### src/fam_pkg.sv
// Package: register map, field layout, reset values and timing for the flow alarm monitor
package fam_pkg;
	// ------------------------------------------------------------------
	// Register offsets
	// ------------------------------------------------------------------
	localparam logic [3:0] ADDR_CTRL     = 4'h0;
	localparam logic [3:0] ADDR_LOW_LIM  = 4'h1;
	localparam logic [3:0] ADDR_HIGH_LIM = 4'h2;
	localparam logic [3:0] ADDR_ACT_DLY  = 4'h3;
	localparam logic [3:0] ADDR_PON_DLY  = 4'h4;
	localparam logic [3:0] ADDR_STATUS   = 4'h5;
	localparam logic [3:0] ADDR_IRQ_STAT = 4'h6;
	localparam logic [3:0] ADDR_IRQ_MASK = 4'h7;
	localparam logic [3:0] ADDR_FLOW     = 4'h8;

	// ------------------------------------------------------------------
	// Field positions
	// ------------------------------------------------------------------
	localparam int CTRL_EN_BIT    = 0;
	localparam int CTRL_LATCH_BIT = 1;
	localparam int CTRL_SEL_LSB   = 2;
	localparam int ST_LOW_BIT     = 0;
	localparam int ST_HIGH_BIT    = 1;
	localparam int ST_VALID_BIT   = 2;
	localparam int ST_RELAY_BIT   = 3;
	localparam int ST_ARMED_BIT   = 4;

	// Relay assignment: 0 none, 1 low, 2 high, 3 either
	localparam logic [1:0] SEL_NONE  = 2'h0;
	localparam logic [1:0] SEL_LOW   = 2'h1;
	localparam logic [1:0] SEL_HIGH  = 2'h2;
	localparam logic [1:0] SEL_EITHER = 2'h3;

	// ------------------------------------------------------------------
	// Reset values and limits
	// ------------------------------------------------------------------
	localparam logic [10:0] LIMIT_MAX       = 11'h3E8;
	localparam logic [10:0] LOW_LIM_RST     = 11'h000;
	localparam logic [10:0] HIGH_LIM_RST    = 11'h3E8;
	localparam logic [11:0] DELAY_MAX_S     = 12'hE10;
	localparam logic [11:0] DELAY_RST       = 12'h000;

	// ------------------------------------------------------------------
	// Timing
	// ------------------------------------------------------------------
	localparam int CLK_MHZ      = 100;
	localparam int TICK_S       = 1;
	localparam int TICK_CYCLES  = CLK_MHZ * 1000000 * TICK_S;
endpackage

### src/fam_cfg_if.sv
// Interface: configuration carried from the register file to the alarm core
`timescale 1ns/1ps
interface fam_cfg_if;
	logic        enable;
	logic        latch;
	logic [1:0]  relay_sel;
	logic [10:0] low_lim;
	logic [10:0] high_lim;
	logic [11:0] act_dly;
	logic [11:0] pon_dly;
	modport regs (output enable, latch, relay_sel, low_lim, high_lim, act_dly, pon_dly);
	modport core (input enable, latch, relay_sel, low_lim, high_lim, act_dly, pon_dly);
endinterface

### src/fam_top.sv
// Flow alarm monitor: registers, limit compare, delays, latch and relay drive
`timescale 1ns/1ps
module fam_top #(
	parameter int TICK_CYCLES = fam_pkg::TICK_CYCLES
) (
	input  wire logic        clock,
	input  wire logic        resetn,
	input  wire logic [3:0]  addr,
	input  wire logic [15:0] wdata,
	input  wire logic        wr,
	input  wire logic        rd,
	output logic      [15:0] rdata,
	input  wire logic [10:0] flow_pfs,
	output logic             relay_output,
	output logic             screen_low_flag,
	output logic             screen_high_flag,
	output logic             status_led,
	output logic             irq
);
	// ------------------------------------------------------------------
	// Checks
	// ------------------------------------------------------------------
	initial begin
		if (TICK_CYCLES < 1) $error("fam_top: TICK_CYCLES must be at least 1");
	end

	fam_cfg_if cfg ();
	logic tick;

	fam_tick_div #(.CYCLES(TICK_CYCLES)) u_tick (
		.clock  (clock),
		.resetn (resetn),
		.tick   (tick)
	);

	// ------------------------------------------------------------------
	// Register file
	// ------------------------------------------------------------------
	logic        enable_ff;
	logic        latch_ff;
	logic [1:0]  sel_ff;
	logic [10:0] low_ff;
	logic [10:0] high_ff;
	logic [11:0] act_ff;
	logic [11:0] pon_ff;
	logic [2:0]  irq_stat_ff;
	logic [2:0]  irq_mask_ff;

	function automatic logic [10:0] clamp_lim(input logic [15:0] v);
		return (v > 16'(fam_pkg::LIMIT_MAX)) ? fam_pkg::LIMIT_MAX : v[10:0];
	endfunction

	function automatic logic [11:0] clamp_dly(input logic [15:0] v);
		return (v > 16'(fam_pkg::DELAY_MAX_S)) ? fam_pkg::DELAY_MAX_S : v[11:0];
	endfunction

	always_ff @(posedge clock or negedge resetn) begin
		if (!resetn) begin
			enable_ff <= 1'b0;
			latch_ff  <= 1'b0;
			sel_ff    <= fam_pkg::SEL_EITHER;
			low_ff    <= fam_pkg::LOW_LIM_RST;
			high_ff   <= fam_pkg::HIGH_LIM_RST;
			act_ff    <= fam_pkg::DELAY_RST;
			pon_ff    <= fam_pkg::DELAY_RST;
		end else if (wr) begin
			unique case (addr)
				fam_pkg::ADDR_CTRL: begin
					enable_ff <= wdata[fam_pkg::CTRL_EN_BIT];
					latch_ff  <= wdata[fam_pkg::CTRL_LATCH_BIT];
					sel_ff    <= wdata[fam_pkg::CTRL_SEL_LSB +: 2];
				end
				fam_pkg::ADDR_LOW_LIM:  low_ff  <= clamp_lim(wdata);
				fam_pkg::ADDR_HIGH_LIM: high_ff <= clamp_lim(wdata);
				fam_pkg::ADDR_ACT_DLY:  act_ff  <= clamp_dly(wdata);
				fam_pkg::ADDR_PON_DLY:  pon_ff  <= clamp_dly(wdata);
				default: ;
			endcase
		end
	end

	assign cfg.enable    = enable_ff;
	assign cfg.latch     = latch_ff;
	assign cfg.relay_sel = sel_ff;
	assign cfg.low_lim   = low_ff;
	assign cfg.high_lim  = high_ff;
	assign cfg.act_dly   = act_ff;
	assign cfg.pon_dly   = pon_ff;

	// ------------------------------------------------------------------
	// Power-on hold-off
	// ------------------------------------------------------------------
	logic [11:0] pon_cnt_ff;
	logic        armed_ff;

	// Counts seconds since reset; a later shorter setting arms at once
	always_ff @(posedge clock or negedge resetn) begin
		if (!resetn) begin
			pon_cnt_ff <= '0;
			armed_ff   <= 1'b0;
		end else if (!armed_ff) begin
			if (pon_cnt_ff >= cfg.pon_dly) begin
				armed_ff <= 1'b1;
			end else if (tick) begin
				pon_cnt_ff <= pon_cnt_ff + 12'h001;
			end
		end
	end

	// ------------------------------------------------------------------
	// Limit compare
	// ------------------------------------------------------------------
	logic active;
	logic cond_low;
	logic cond_high;
	logic cond_any;

	assign active    = cfg.enable && armed_ff;
	assign cond_low  = active && (flow_pfs <= cfg.low_lim);
	assign cond_high = active && (flow_pfs >= cfg.high_lim);
	assign cond_any  = cond_low || cond_high;

	// ------------------------------------------------------------------
	// Action delay
	// ------------------------------------------------------------------
	logic [11:0] act_cnt_ff;
	logic        valid_ff;
	logic        vlow_ff;
	logic        vhigh_ff;

	// Seconds counted on the one-second enable, so a delay of N means
	// between N-1 and N whole seconds: the tick phase is not aligned.
	always_ff @(posedge clock or negedge resetn) begin
		if (!resetn) begin
			act_cnt_ff <= '0;
			valid_ff   <= 1'b0;
		end else if (!cond_any) begin
			act_cnt_ff <= '0;
			valid_ff   <= 1'b0;
		end else if (act_cnt_ff >= cfg.act_dly) begin
			valid_ff <= 1'b1;
		end else if (tick) begin
			act_cnt_ff <= act_cnt_ff + 12'h001;
		end
	end

	always_ff @(posedge clock or negedge resetn) begin
		if (!resetn) begin
			vlow_ff  <= 1'b0;
			vhigh_ff <= 1'b0;
		end else begin
			vlow_ff  <= cond_low && (act_cnt_ff >= cfg.act_dly);
			vhigh_ff <= cond_high && (act_cnt_ff >= cfg.act_dly);
		end
	end

	// ------------------------------------------------------------------
	// Relay drive and latch
	// ------------------------------------------------------------------
	logic relay_evt;
	logic latched_ff;

	always_comb begin
		unique case (cfg.relay_sel)
			fam_pkg::SEL_LOW:  relay_evt = vlow_ff;
			fam_pkg::SEL_HIGH: relay_evt = vhigh_ff;
			fam_pkg::SEL_EITHER: relay_evt = vlow_ff || vhigh_ff;
			default: relay_evt = 1'b0;
		endcase
	end

	always_ff @(posedge clock or negedge resetn) begin
		if (!resetn) begin
			latched_ff <= 1'b0;
		end else if (!cfg.enable || !cfg.latch) begin
			latched_ff <= 1'b0;
		end else if (relay_evt) begin
			latched_ff <= 1'b1;
		end
	end

	always_ff @(posedge clock or negedge resetn) begin
		if (!resetn) begin
			relay_output     <= 1'b0;
			screen_low_flag  <= 1'b0;
			screen_high_flag <= 1'b0;
			status_led       <= 1'b0;
		end else begin
			relay_output     <= cfg.enable && (relay_evt || latched_ff);
			screen_low_flag  <= vlow_ff;
			screen_high_flag <= vhigh_ff;
			status_led       <= vlow_ff || vhigh_ff;
		end
	end

	// ------------------------------------------------------------------
	// Interrupts: low, high, relay-on events; write one to clear
	// ------------------------------------------------------------------
	logic [2:0] evt;
	logic       relay_q_ff;

	always_ff @(posedge clock or negedge resetn) begin
		if (!resetn) begin
			relay_q_ff <= 1'b0;
		end else begin
			relay_q_ff <= relay_output;
		end
	end

	assign evt = {relay_output && !relay_q_ff, vhigh_ff, vlow_ff};

	// Set wins over a clear in the same cycle
	always_ff @(posedge clock or negedge resetn) begin
		if (!resetn) begin
			irq_stat_ff <= '0;
			irq_mask_ff <= '0;
		end else begin
			irq_stat_ff <= (irq_stat_ff & ~((wr && addr == fam_pkg::ADDR_IRQ_STAT)
				? wdata[2:0] : 3'h0)) | evt;
			if (wr && addr == fam_pkg::ADDR_IRQ_MASK) begin
				irq_mask_ff <= wdata[2:0];
			end
		end
	end

	assign irq = |(irq_stat_ff & irq_mask_ff);

	// ------------------------------------------------------------------
	// Read port
	// ------------------------------------------------------------------
	logic [15:0] nxt_rdata;

	always_comb begin
		nxt_rdata = 16'h0000;
		unique case (addr)
			fam_pkg::ADDR_CTRL:     nxt_rdata = {12'h000, sel_ff, latch_ff, enable_ff};
			fam_pkg::ADDR_LOW_LIM:  nxt_rdata = {5'h00, low_ff};
			fam_pkg::ADDR_HIGH_LIM: nxt_rdata = {5'h00, high_ff};
			fam_pkg::ADDR_ACT_DLY:  nxt_rdata = {4'h0, act_ff};
			fam_pkg::ADDR_PON_DLY:  nxt_rdata = {4'h0, pon_ff};
			fam_pkg::ADDR_STATUS:   nxt_rdata = {11'h000, armed_ff, relay_output,
				valid_ff, vhigh_ff, vlow_ff};
			fam_pkg::ADDR_IRQ_STAT: nxt_rdata = {13'h0000, irq_stat_ff};
			fam_pkg::ADDR_IRQ_MASK: nxt_rdata = {13'h0000, irq_mask_ff};
			fam_pkg::ADDR_FLOW:     nxt_rdata = {5'h00, flow_pfs};
			default:                nxt_rdata = 16'h0000;
		endcase
	end

	always_ff @(posedge clock or negedge resetn) begin
		if (!resetn) begin
			rdata <= 16'h0000;
		end else begin
			rdata <= rd ? nxt_rdata : 16'h0000;
		end
	end
endmodule

### src/fam_tick_div.sv
// One-second enable pulse divider
`timescale 1ns/1ps
module fam_tick_div #(
	parameter int CYCLES = fam_pkg::TICK_CYCLES
) (
	input  wire logic clock,
	input  wire logic resetn,
	output logic      tick
);
	localparam int W = $clog2(CYCLES + 1);
	logic [W-1:0] cnt_ff;

	initial begin
		if (CYCLES < 1) $error("fam_tick_div: CYCLES must be at least 1");
	end

	always_ff @(posedge clock or negedge resetn) begin
		if (!resetn) begin
			cnt_ff <= '0;
			tick   <= 1'b0;
		end else if (cnt_ff == W'(CYCLES - 1)) begin
			cnt_ff <= '0;
			tick   <= 1'b1;
		end else begin
			cnt_ff <= cnt_ff + 1'b1;
			tick   <= 1'b0;
		end
	end
endmodule

### config.mk
export PLATFORM = sky130hd
export DESIGN_NAME = fam_top
export DESIGN_NICKNAME = d
export VERILOG_FILES = /design/src/fam_pkg.sv /design/src/fam_cfg_if.sv /design/src/fam_top.sv /design/src/fam_tick_div.sv
export SDC_FILE = /design/constraint.sdc
export NUM_CORES = 1
export LEC_CHECK = 0
export BUFFER_PORTS_ARGS = -buffer_cell sky130_fd_sc_hd__buf_2
export CORE_MARGIN = 2
export CORE_UTILIZATION = 35
export DETAILED_ROUTE_END_ITERATION = 12
export HOLD_SLACK_MARGIN = 0.06
export PLACE_DENSITY = 0.54
export SETUP_SLACK_MARGIN = 0.1
export SKIP_CTS_REPAIR_TIMING = 1
export SLEW_MARGIN = 20
export SYNTH_ARGS = -nofsm -noshare
export SYNTH_HDL_FRONTEND = slang
export SYNTH_HIERARCHICAL = 1
export SYNTH_SLANG_ARGS = --single-unit
### constraint.sdc
create_clock -name clock -period 2.6 [get_ports clock]
set_input_delay 0.13 -clock clock [delete_from_list [all_inputs] [get_ports clock]]
set_output_delay 0.13 -clock clock [all_outputs]
set_load 0.1 [all_outputs]
* After elaboration in Yosys (flattened, before gate mapping)
Index checks and enable logic that the tools add are counted.
Word-level totals: register bits after elaboration 134, output and inout bits 21, input bits 35, word-level logic and storage cells 97
Cells by class: order comparisons 6, eq/ne operators 15, muxes and demuxes 17, reductions and logical operators 26, $add $sub $neg 3, bitwise operators 6
Operators by type and width (count):
- 12-bit one-hot mux with 9 select lines | 1
- 12-bit 2-to-1 mux | 4
- 27-bit by 1-bit adder with 27-bit output (second input constant) | 1
- 27-bit equality test (second input constant) | 1
- 27-bit 2-to-1 mux | 1
- 12-bit by 1-bit adder with 12-bit output (second input constant) | 2
- 12-bit >= comparator | 2
- 4-bit by 3-bit equality test with 1-bit output (second input constant) | 4
- 16-bit by 10-bit greater-than comparator with 1-bit output (second input constant) | 1
- 16-bit by 12-bit greater-than comparator with 1-bit output (second input constant) | 1
- 16-bit 2-to-1 mux | 1
- 2-bit AND reduction | 6
- 11-bit >= comparator | 1
- 11-bit less-or-equal comparator | 1
- 11-bit 2-to-1 mux | 1
- 1-bit logical AND | 9
- 4-bit by 2-bit equality test with 1-bit output (second input constant) | 2
- 1-bit 2-to-1 mux | 7
- 3-bit bitwise AND | 2
- 2-bit equality test (second input constant) | 2
- 4-bit by 1-bit equality test with 1-bit output (second input constant) | 1
- 4-bit equality test (second input constant) | 1
- 4-bit zero test | 1
- 1-bit logical OR | 4
- 12 further kinds | 16

* Longest topological paths before layout
Gate-level depths: netlist of the first run.
depth after elaboration 6, mapped depth 9, mapped depth without buffers 8

* Modules after synthesis
The synthesis of the first run kept the hierarchy.
By module, submodules not included:
- fam_top | cells each 637, seq. area each 2562.5 um^2, times used 1, area an instance 5773.0 um^2
- fam_tick_div | cells each 135, seq. area each 700.7 um^2, times used 1, area an instance 1357.6 um^2

* Worst setup path after synthesis of the first run
Ideal clock, no wire load.
path type flip-flop to flip-flop, from register high_ff[5], in the netlist cfg.high_lim[5], to register act_cnt_ff[0], setup time 0.121 ns, required time 2.479 ns, path slack 0.475 ns, stages on the path, launching flop included 9, data arrival time 2.003 ns, period minus slack after synthesis 2.125 ns, buffers on the path 1, cells stage by stage dfstp_2 -> inv_1 -> ha_1 -> a21o_1 -> a221oi_1 -> a21oi_1 -> o311ai_2 -> buf_2 -> nor2_1
On the way: longest elaborated chain between the ends 5, elaborated cells between the ends (all ways) 7, those cells by class 1 x order compare; 2 x eq/ne; 1 x mux; 3 x reduce/logical
Ends and longest elaborated chain:
- start, declared | line fam_top.sv:43 | logic [10:0] high_ff;
- start signal, assigned | line fam_top.sv:63 | high_ff <= fam_pkg::HIGH_LIM_RST;
- start signal, assigned | line fam_top.sv:74 | fam_pkg::ADDR_HIGH_LIM: high_ff <= clamp_lim(wdata);
- 11-bit >= comparator * | line fam_top.sv:120 | assign cond_high = active && (flow_pfs >= cfg.high_lim);
- 1-bit logical AND * | line fam_top.sv:120
- 1-bit logical OR * | line fam_top.sv:121 | assign cond_any = cond_low || cond_high;
- 2-bit by 1-bit != test with 1-bit output (no source line) / 2-bit != test (equally long branches)
- 2-bit AND reduction (no source line)
- end signal, assigned | line fam_top.sv:143 | act_cnt_ff <= act_cnt_ff + 12'h001;
- end, declared | line fam_top.sv:126 | logic [11:0] act_cnt_ff;
Every way passes the cells marked *; elsewhere a longest branch is shown, timed or not. A chain may end at the register's enable or synchronous reset.

* Final worst setup path of the first run
from register pon_ff[9], in the netlist cfg.pon_dly[9], to register pon_cnt_ff[9]
On the way: longest elaborated chain between the ends 3
Ends and longest elaborated chain:
- start, declared | line fam_top.sv:45 | logic [11:0] pon_ff;
- start signal, assigned | line fam_top.sv:65 | pon_ff <= fam_pkg::DELAY_RST;
- start signal, assigned | line fam_top.sv:76 | fam_pkg::ADDR_PON_DLY: pon_ff <= clamp_dly(wdata);
- 12-bit >= comparator | line fam_top.sv:102 | if (pon_cnt_ff >= cfg.pon_dly) begin
- 1-bit NOT (no source line)
- 3-bit AND reduction (no source line)
- end signal, assigned | line fam_top.sv:105 | pon_cnt_ff <= pon_cnt_ff + 12'h001;
- end, declared | line fam_top.sv:93 | logic [11:0] pon_cnt_ff;
Every way passes these cells.

==> results by group, run 1 <==
Clock network
  • Clock Pin Slew Worst Setup and Hold Paths: 0.06 ns
  • Sinks on Clock Net: 130
  • CTS tree: yes
  • H-tree depth: 4
  • CTS buffer count: 17
  • Clock Path Buffers: 2
  • Clock latency on the worst-skew pair: 0.42 ns
  • Root Buffer: clkbuf_16

Min path
  • Hold Crit Class: in -> reg

Layout
  • Antenna fix cells: 0
  • FILL cells: 2,025
  • Area delta synth->final: 18.0%
  • Final #Nets: just over 900
  • Share of cells above drive strength 1: 15.8%

Global route
  • Vias in the first global route: approximately 5,700
  • Largest net degree at the start of global routing: 72
  • Grt ovf: 0
  • Tot GR Track Use: about 18%
  • First-pass GRT wire length: roughly 31,000 um
  • Initial antenna violation count: 0

Floorplan
  • Die Ht: 147 um
  • Row Count: 52
  • Core area: 20,100 um^2
  • Die width: 147 um
  • Die area: 21,500 um^2
  • Starting Density: between 30% and 40%
  • Ports: 56

STA
  • RSZ-0062 raised after global routing: true
  • Final worst slack: 0.310 ns
  • Slew margin rel.: 54.1%
  • Crit share post-route: 88.1%
  • Tmin final: 2.29 ns
  • Worst clock skew: 0.00867 ns
  • Hold Vio Cnt, Final: 0
  • Max Clock Freq: 0.437 GHz
  • TNS Setup: 0 ns
  • Final setup fails: 0
  • Slew Viols, Final: 0
  • Slew at the pin with the worst max-slew slack: 0.688 ns

Worst setup path
  • CP Data Required Time: 2.94 ns
  • CP peak stage delay: 0.55 ns
  • Critical path type: reg -> reg
  • Critical path buffers and inverters: 1
  • Crit-path cells: inv_1, ha_1, a21oi_1, o21ai_0, or4b_1, nor3_2, and4bb_2, xor2_1
  • Max FO, Critical Path: 4
  • CP top delay family: simple AND/OR/NAND/NOR gates
  • Worst path arrival time: 2.63 ns
  • Startpoint types: flip-flop
  • Crit end category: flip-flop
  • Slowest CP cell: or4b_1

Drt
  • DR pass1 iterations: 5
  • Drt total wl: 18,400 um
  • Vias post-DR: 5,698
  • Drt wl/cell: ~16 um
  • DRC: 0
  • Vias/cell: 5.10
  • Routed Antenna Nets: 0
  • Initial DRC Count: 448

Place
  • Port Buffers: 51
  • Dpl hpwl: between 10,000 and 15,000 um
  • Gpl congestion: 0.820
  • Post-Place Setup Slack: 0.291 ns

Logic synthesis
  • Synth area leader: dfrtp_1
  • Synth Warn #: 6
  • Predominant post-synthesis flop cell: dfrtp_1
  • Synth cell types: between 60 and 70
  • Async SR Flop Fraction: 100%
  • Synth top area cells: dfrtp_1 (43%), ha_1 (8.6%), nand2_1 (6.3%)
  • Share of the synthesized area in the top cell type: 42.8%
  • Post-synthesis sequential area ratio: 45.8%
  • Synthesized cell area: 7130 um^2
  • Number of flops mapped to enable cells by yosys: 0
  • Syn avg cell area: 9.24 um^2
  • Synth Register Bits: 130
  • Synth Instances: 772

Power and ir drop
  • Peak supply drop: 0.498 mV
  • Pwr/cell area: roughly 670 nW/um^2
  • Pleak: 3.84 nW

Flow run
  • Max Cap Violations: 0

Outcome
  • Outcome: complete, no violations
==> synthesized netlist by cell type, types with 5 or more instances <==
cell type  count
dfrtp_1      122
nand2_1      119
o21ai_0       69
inv_1         55
ha_1          49
nor2_1        49
a21oi_1       35
nand3_1       25
clkbuf_1      21
xor2_1        20
nand4_1       16
nor3_1        16
xnor2_1       13
mux2i_1       11
and3_1        10
nor2b_1        9
o21ai_1        9
a222oi_1       8
dfstp_2        8
or4_1          8
and2_1         7
mux2_2         7
a21o_1         6
buf_2          6
o31ai_1        6
or3_1          6
a31oi_1        5
==> registers in the layout, indices dropped and copies added (netlist names), 2 cells and up <==
signal and cells:
cfg.pon_dly 12, rdata 12, irq_mask_ff 3, act_cnt_ff 12, cfg.low_lim 11, irq_stat_ff 3, act_ff 12, cfg.high_lim 11
u_tick/cnt_ff 27, pon_cnt_ff 12, cfg.relay_sel 2
==> cells in the final DEF, fill, tap and decap left out, types with 16 or more instances in the layout <==
master / synthesis / layout
clkbuf_16: 0 / 17
buf_4: 4 / 16
ha_1: 49 / 49
nand4_1: 16 / 16
nand3_1: 25 / 25
nand2_1: 119 / 119
a21oi_1: 35 / 35
dfrtp_1: 122 / 122
xor2_1: 20 / 20
inv_1: 55 / 55
buf_2: 6 / 50
nor2_1: 49 / 49
o21ai_0: 69 / 69
==> per-stage QoR <==
step           utilization [%]  std cells  hold WS (ns)  cell area [um^2]  total power, mW
2_1_floorplan                -        775        -0.166              7140             2.91
3_3_place_gp              38.4       1078         0.210              7720             3.19
3_5_place_dp              38.4       1078         0.202              7720             3.19
4_1_cts                   41.4       1110        -0.252              8320             5.67
5_1_grt                   41.8       1118        0.0617              8410             5.89
6_report                  41.8       1118        0.0384              8410             5.64
==> kinds of logic after synthesis <==
| family | after synthesis | share of synthesized area [%] |
|---|---|---|
| compound gates | 159 | 13.5 |
| xor+xnor | 33 | 4.05 |
| flops | 130 | 45.8 |
| simple gates | 291 | 19.8 |
| mux | 19 | 2.97 |
| buf+inv | 90 | 5.26 |
| fa+ha+maj | 49 | 8.60 |
| other cells | 1 | 0.0526 |
==> per-layer routing <==
metal | wire length [um] | share of wire (%) | track usage [%] | vias up
li1 | - | - | - | 2813
met1 | 9010 | 49 | 26.1 | 2757
met2 | 8310 | 45 | 27.4 | 114
met3 | 836 | 4.6 | 4.16 | 14
met4 | 195 | 1.1 | 4.56 | 0
met5 | 0 | 0 | 0 | -
==> tightest hold or removal path, delay by kind of cell <==
family	cells	cell delay, ns
AOI/OAI and AO/OA	1	0.07
buffers and inverters	1	0.13
and+or+nand+nor	1	0.08
==> where the power goes <==
group	internal [mW]	switching [mW]	total, mW
sequential	2.19	0.129	2.32
clock	1.48	0.983	2.46
combinational	0.289	0.566	0.855
==> path summary, 6_finish.rpt <==
check                                           startpoint                         to  slack, ns  cells after the start
min in group asynchronous                           resetn         rdata[8]$_DFF_PN0_       0.30                      2
max in group asynchronous                           resetn  act_cnt_ff[7]$_DFFE_PN0P_       1.60                      3
worst max-delay path            cfg.pon_dly[9]$_DFFE_PN0P_  pon_cnt_ff[9]$_DFFE_PN0P_       0.31                      8
worst min register to register        relay_q_ff$_DFF_PN0_   irq_stat_ff[2]$_DFF_PN0_       0.42                      1
worst max register to register  cfg.pon_dly[9]$_DFFE_PN0P_  pon_cnt_ff[9]$_DFFE_PN0P_       0.31                      8
worst min-delay path                              wdata[8]      act_ff[8]$_DFFE_PN0P_       0.04                      3
==> final cells by class <==
class,count,area [um^2],share of cell area [%]
Clock buffer,19,453,5.39
Clock inverter,13,150,1.79
Inverter,55,206,2.45
Multi-Input combinational cell,555,3520,41.8
Sequential cell,130,3260,38.8
Tap cell,270,338,4.02
Timing Repair Buffer,76,482,5.73
(Power assumes the default switching activity.)
==> run 2: changes to the inputs <==
--- a/config.mk
+++ b/config.mk
@@ -9,6 +9,7 @@
 export CORE_MARGIN = 2
 export CORE_UTILIZATION = 35
 export DETAILED_ROUTE_END_ITERATION = 12
+export GPL_TIMING_DRIVEN = 0
 export HOLD_SLACK_MARGIN = 0.06
 export PLACE_DENSITY = 0.54
 export SETUP_SLACK_MARGIN = 0.1
==> results by group, run 2 (synthesized netlist as in run 1, its figures left out) <==
Power and ir drop
  • NetSw: 1.62 mW (-3.2%)
  • Sw Ratio: 28.9% (-0.84 points)
  • Pwr/cell area: 663 nW/um^2 (-1.0%)
  • Pleak: 3.85 nW (+0.47%)
  • Clock power frac: 43.2% (-0.4 points)
  • Logic pwr share: 15.4% (+0.2 points)
  • Internal power: 3.99 mW (+0.80%)
  • Peak supply drop: 0.455 mV (-8.6%)
  • Seq pwr share: 41.4% (+0.2 points)

Clock network
  • Sinks on Clock Net: 130 (unchanged)
  • CTS buffer count: 17 (unchanged)
  • Root Buffer: clkbuf_16
  • H-tree depth: 4 (unchanged)
  • Clock Pin Slew Worst Setup and Hold Paths: 0.06 ns (about the same)
  • Clock Path Buffers: 2 (unchanged)
  • CTS tree: yes
  • Clock latency on the worst-skew pair: 0.42 ns (about the same)

Global route
  • Tot GR Track Use: 18.1% (+0.12 points)
  • Initial antenna violation count: 0 (unchanged)
  • Largest net degree at the start of global routing: 93 (+29%)
  • Vias in the first global route: 5,862 (+3.7%)
  • Grt ovf: 0 (unchanged)
  • First-pass GRT wire length: 30,800 um (+0.63%)

Worst setup path
  • Crit-path cells: inv_1, ha_1, nand4_1, nor3_2, a21oi_1, a31o_2, o311ai_4, buf_4, nor2_1
  • Slowest CP cell: dfrtp_1
  • Critical path type: reg -> reg
  • CP top delay family: compound AO/OA/AOI/OAI gates
  • FF-to-FF path depth: 9 (+1)
  • CP Data Required Time: 2.90 ns (-0.04 ns)
  • Worst path arrival time: 2.66 ns (+0.03 ns)
  • Critical path buffers and inverters: 2 (+1)
  • Levels on crit path: 9 (+1)
  • Startpoint types: flip-flop
  • CP startpoint: cfg.low_lim[8]$_DFFE_PN0P_
  • CP peak stage delay: 0.39 ns (-0.16 ns)
  • RR Startpoint: cfg.low_lim[8]$_DFFE_PN0P_
  • Max FO, Critical Path: 10 (+6)
  • Crit end category: flip-flop

Floorplan
  • Die Ht: 147 um (unchanged)
  • Ports: 56 (unchanged)
  • Starting Density: 35.5% (unchanged)
  • Core area: 20,100 um^2 (unchanged)
  • Row Count: 52 (unchanged)
  • Die width: 147 um (unchanged)
  • Die area: 21,500 um^2 (unchanged)

STA
  • Crit share post-route: 90.5% (+2.4 points)
  • RSZ-0062 raised after global routing: false
  • Worst hold slack: 0.0431 ns (+0.00475 ns)
  • Max Clock Freq: 0.425 GHz (-2.7%)
  • Worst clock skew: 0.00997 ns (+0.00130 ns)
  • Slew at the pin with the worst max-slew slack: 0.863 ns (+0.175 ns)
  • Hold Vio Cnt, Final: 0 (unchanged)
  • Tmin final: 2.35 ns (+0.0634 ns)
  • Slew Viols, Final: 0 (unchanged)
  • Slew margin rel.: 41.9% (-12 points)
  • Final setup fails: 0 (unchanged)

Flow run
  • Max Cap Violations: 0 (unchanged)

Drt
  • Drt wl/cell: 16.3 um (-0.71%)
  • DR pass1 iterations: 5 (unchanged)
  • Vias post-DR: 5,790 (+1.6%)
  • Vias/cell: 5.11 (+0.36%)
  • Initial DRC Count: 496 (+11%)
  • Routed Antenna Nets: 0 (unchanged)
  • DRC: 0 (unchanged)
  • Drt total wl: 18,400 um (+0.53%)

Place
  • Gpl congestion: 0.886 (+8.1%)
  • Dpl hpwl: 13,800 um (+3.1%)
  • Placed Instance Area: 7760 um^2 (+0.52%)
  • Port Buffers: 48 (-5.9%)

Layout
  • Final Instance Area: 8460 um^2 (+0.64%)
  • Antenna fix cells: 0 (unchanged)
  • Commonest non-fill, non-tap cells in the layout: dfrtp_1 (122), nand2_1 (119), o21ai_0 (69)
  • Largest register FFs: 27 (unchanged)
  • Share of cells above drive strength 1: 14.6% (-1.2 points)
  • Largest reg by FF count: u_tick/cnt_ff
  • FILL cells: 1,998 (-1.3%)
  • Commonest non-fill, non-tap cell in the layout: dfrtp_1
  • Final #Nets: 934 (+1.6%)
  • Area delta synth->final: 18.7%

Outcome
  • Outcome: complete, no violations

Min path
  • Hold Path Origin: wdata[6]
  • WHS Path Cells: 3 (unchanged)
  • Hold Crit Class: in -> reg
## run 2: worst reg2reg max path, stage by stage, from the launching register on
cell and delay (ns):
dfrtp_1 0.39, inv_1 0.06, ha_1 0.29, nand4_1 0.19
nor3_2 0.23, a21oi_1 0.10, a31o_2 0.29, o311ai_4 0.38
buf_4 0.24, nor2_1 0.06
## run 2: power by group through the flow
| stage | clock, mW | combinational, mW | sequential [mW] |
|---|---|---|---|
| floorplan | 0 | 0.532 | 2.38 |
| global placement | 0 | 0.827 | 2.36 |
| detailed placement | 0 | 0.843 | 2.36 |
| CTS | 2.50 | 0.849 | 2.32 |
| global route | 2.56 | 0.968 | 2.34 |
| finish | 2.43 | 0.863 | 2.32 |
## run 2: area by class of cell
class | count | area [um^2] | share of cell area [%]
Timing Repair Buffer | 56 | 348 | 4.11
Tap cell | 270 | 338 | 3.99
Buffer | 35 | 171 | 2.03
Sequential cell | 130 | 3260 | 38.6
Clock inverter | 12 | 161 | 1.91
Clock buffer | 19 | 433 | 5.11
Inverter | 55 | 206 | 2.44
Multi-Input combinational cell | 555 | 3540 | 41.9
## run 2: final timing paths
kind | end | slack [ns]
min in group asynchronous | cfg.high_lim[4]$_DFFE_PN0P_ | 0.19
worst min register to register | irq_stat_ff[2]$_DFF_PN0_ | 0.42
max in group asynchronous | pon_cnt_ff[7]$_DFFE_PN0P_ | 1.62
worst max-delay path | act_cnt_ff[7]$_DFFE_PN0P_ | 0.25
worst min-delay path | cfg.pon_dly[6]$_DFFE_PN0P_ | 0.04
worst max register to register | act_cnt_ff[7]$_DFFE_PN0P_ | 0.25
## run 2: per-stage QoR
step | util [%] | TNS, ns | power [mW] | std cells | setup slack, ns
2_1_floorplan | - | 0 | 2.91 | 775 | 0.475
3_3_place_gp | 38.4 | -63.37 | 3.18 | 1093 | -0.535
3_5_place_dp | 38.6 | 0 | 3.20 | 1094 | 0.0329
4_1_cts | 41.5 | 0 | 5.67 | 1125 | 0.0217
5_1_grt | 42.1 | 0 | 5.88 | 1132 | 0.0879
6_report | 42.1 | 0 | 5.61 | 1132 | 0.246
## run 2: metal layers
| metal | part of all wire, % | vias up | global-route usage [%] | wire length, um |
|---|---|---|---|---|
| li1 | - | 2857 | - | - |
| met4 | 1.6 | 0 | 5.34 | 293 |
| met3 | 3.4 | 20 | 3.48 | 625 |
| met1 | 51 | 2817 | 26.3 | 9340 |
| met2 | 44 | 96 | 27.7 | 8190 |
| met5 | 0 | - | 0 | 0 |
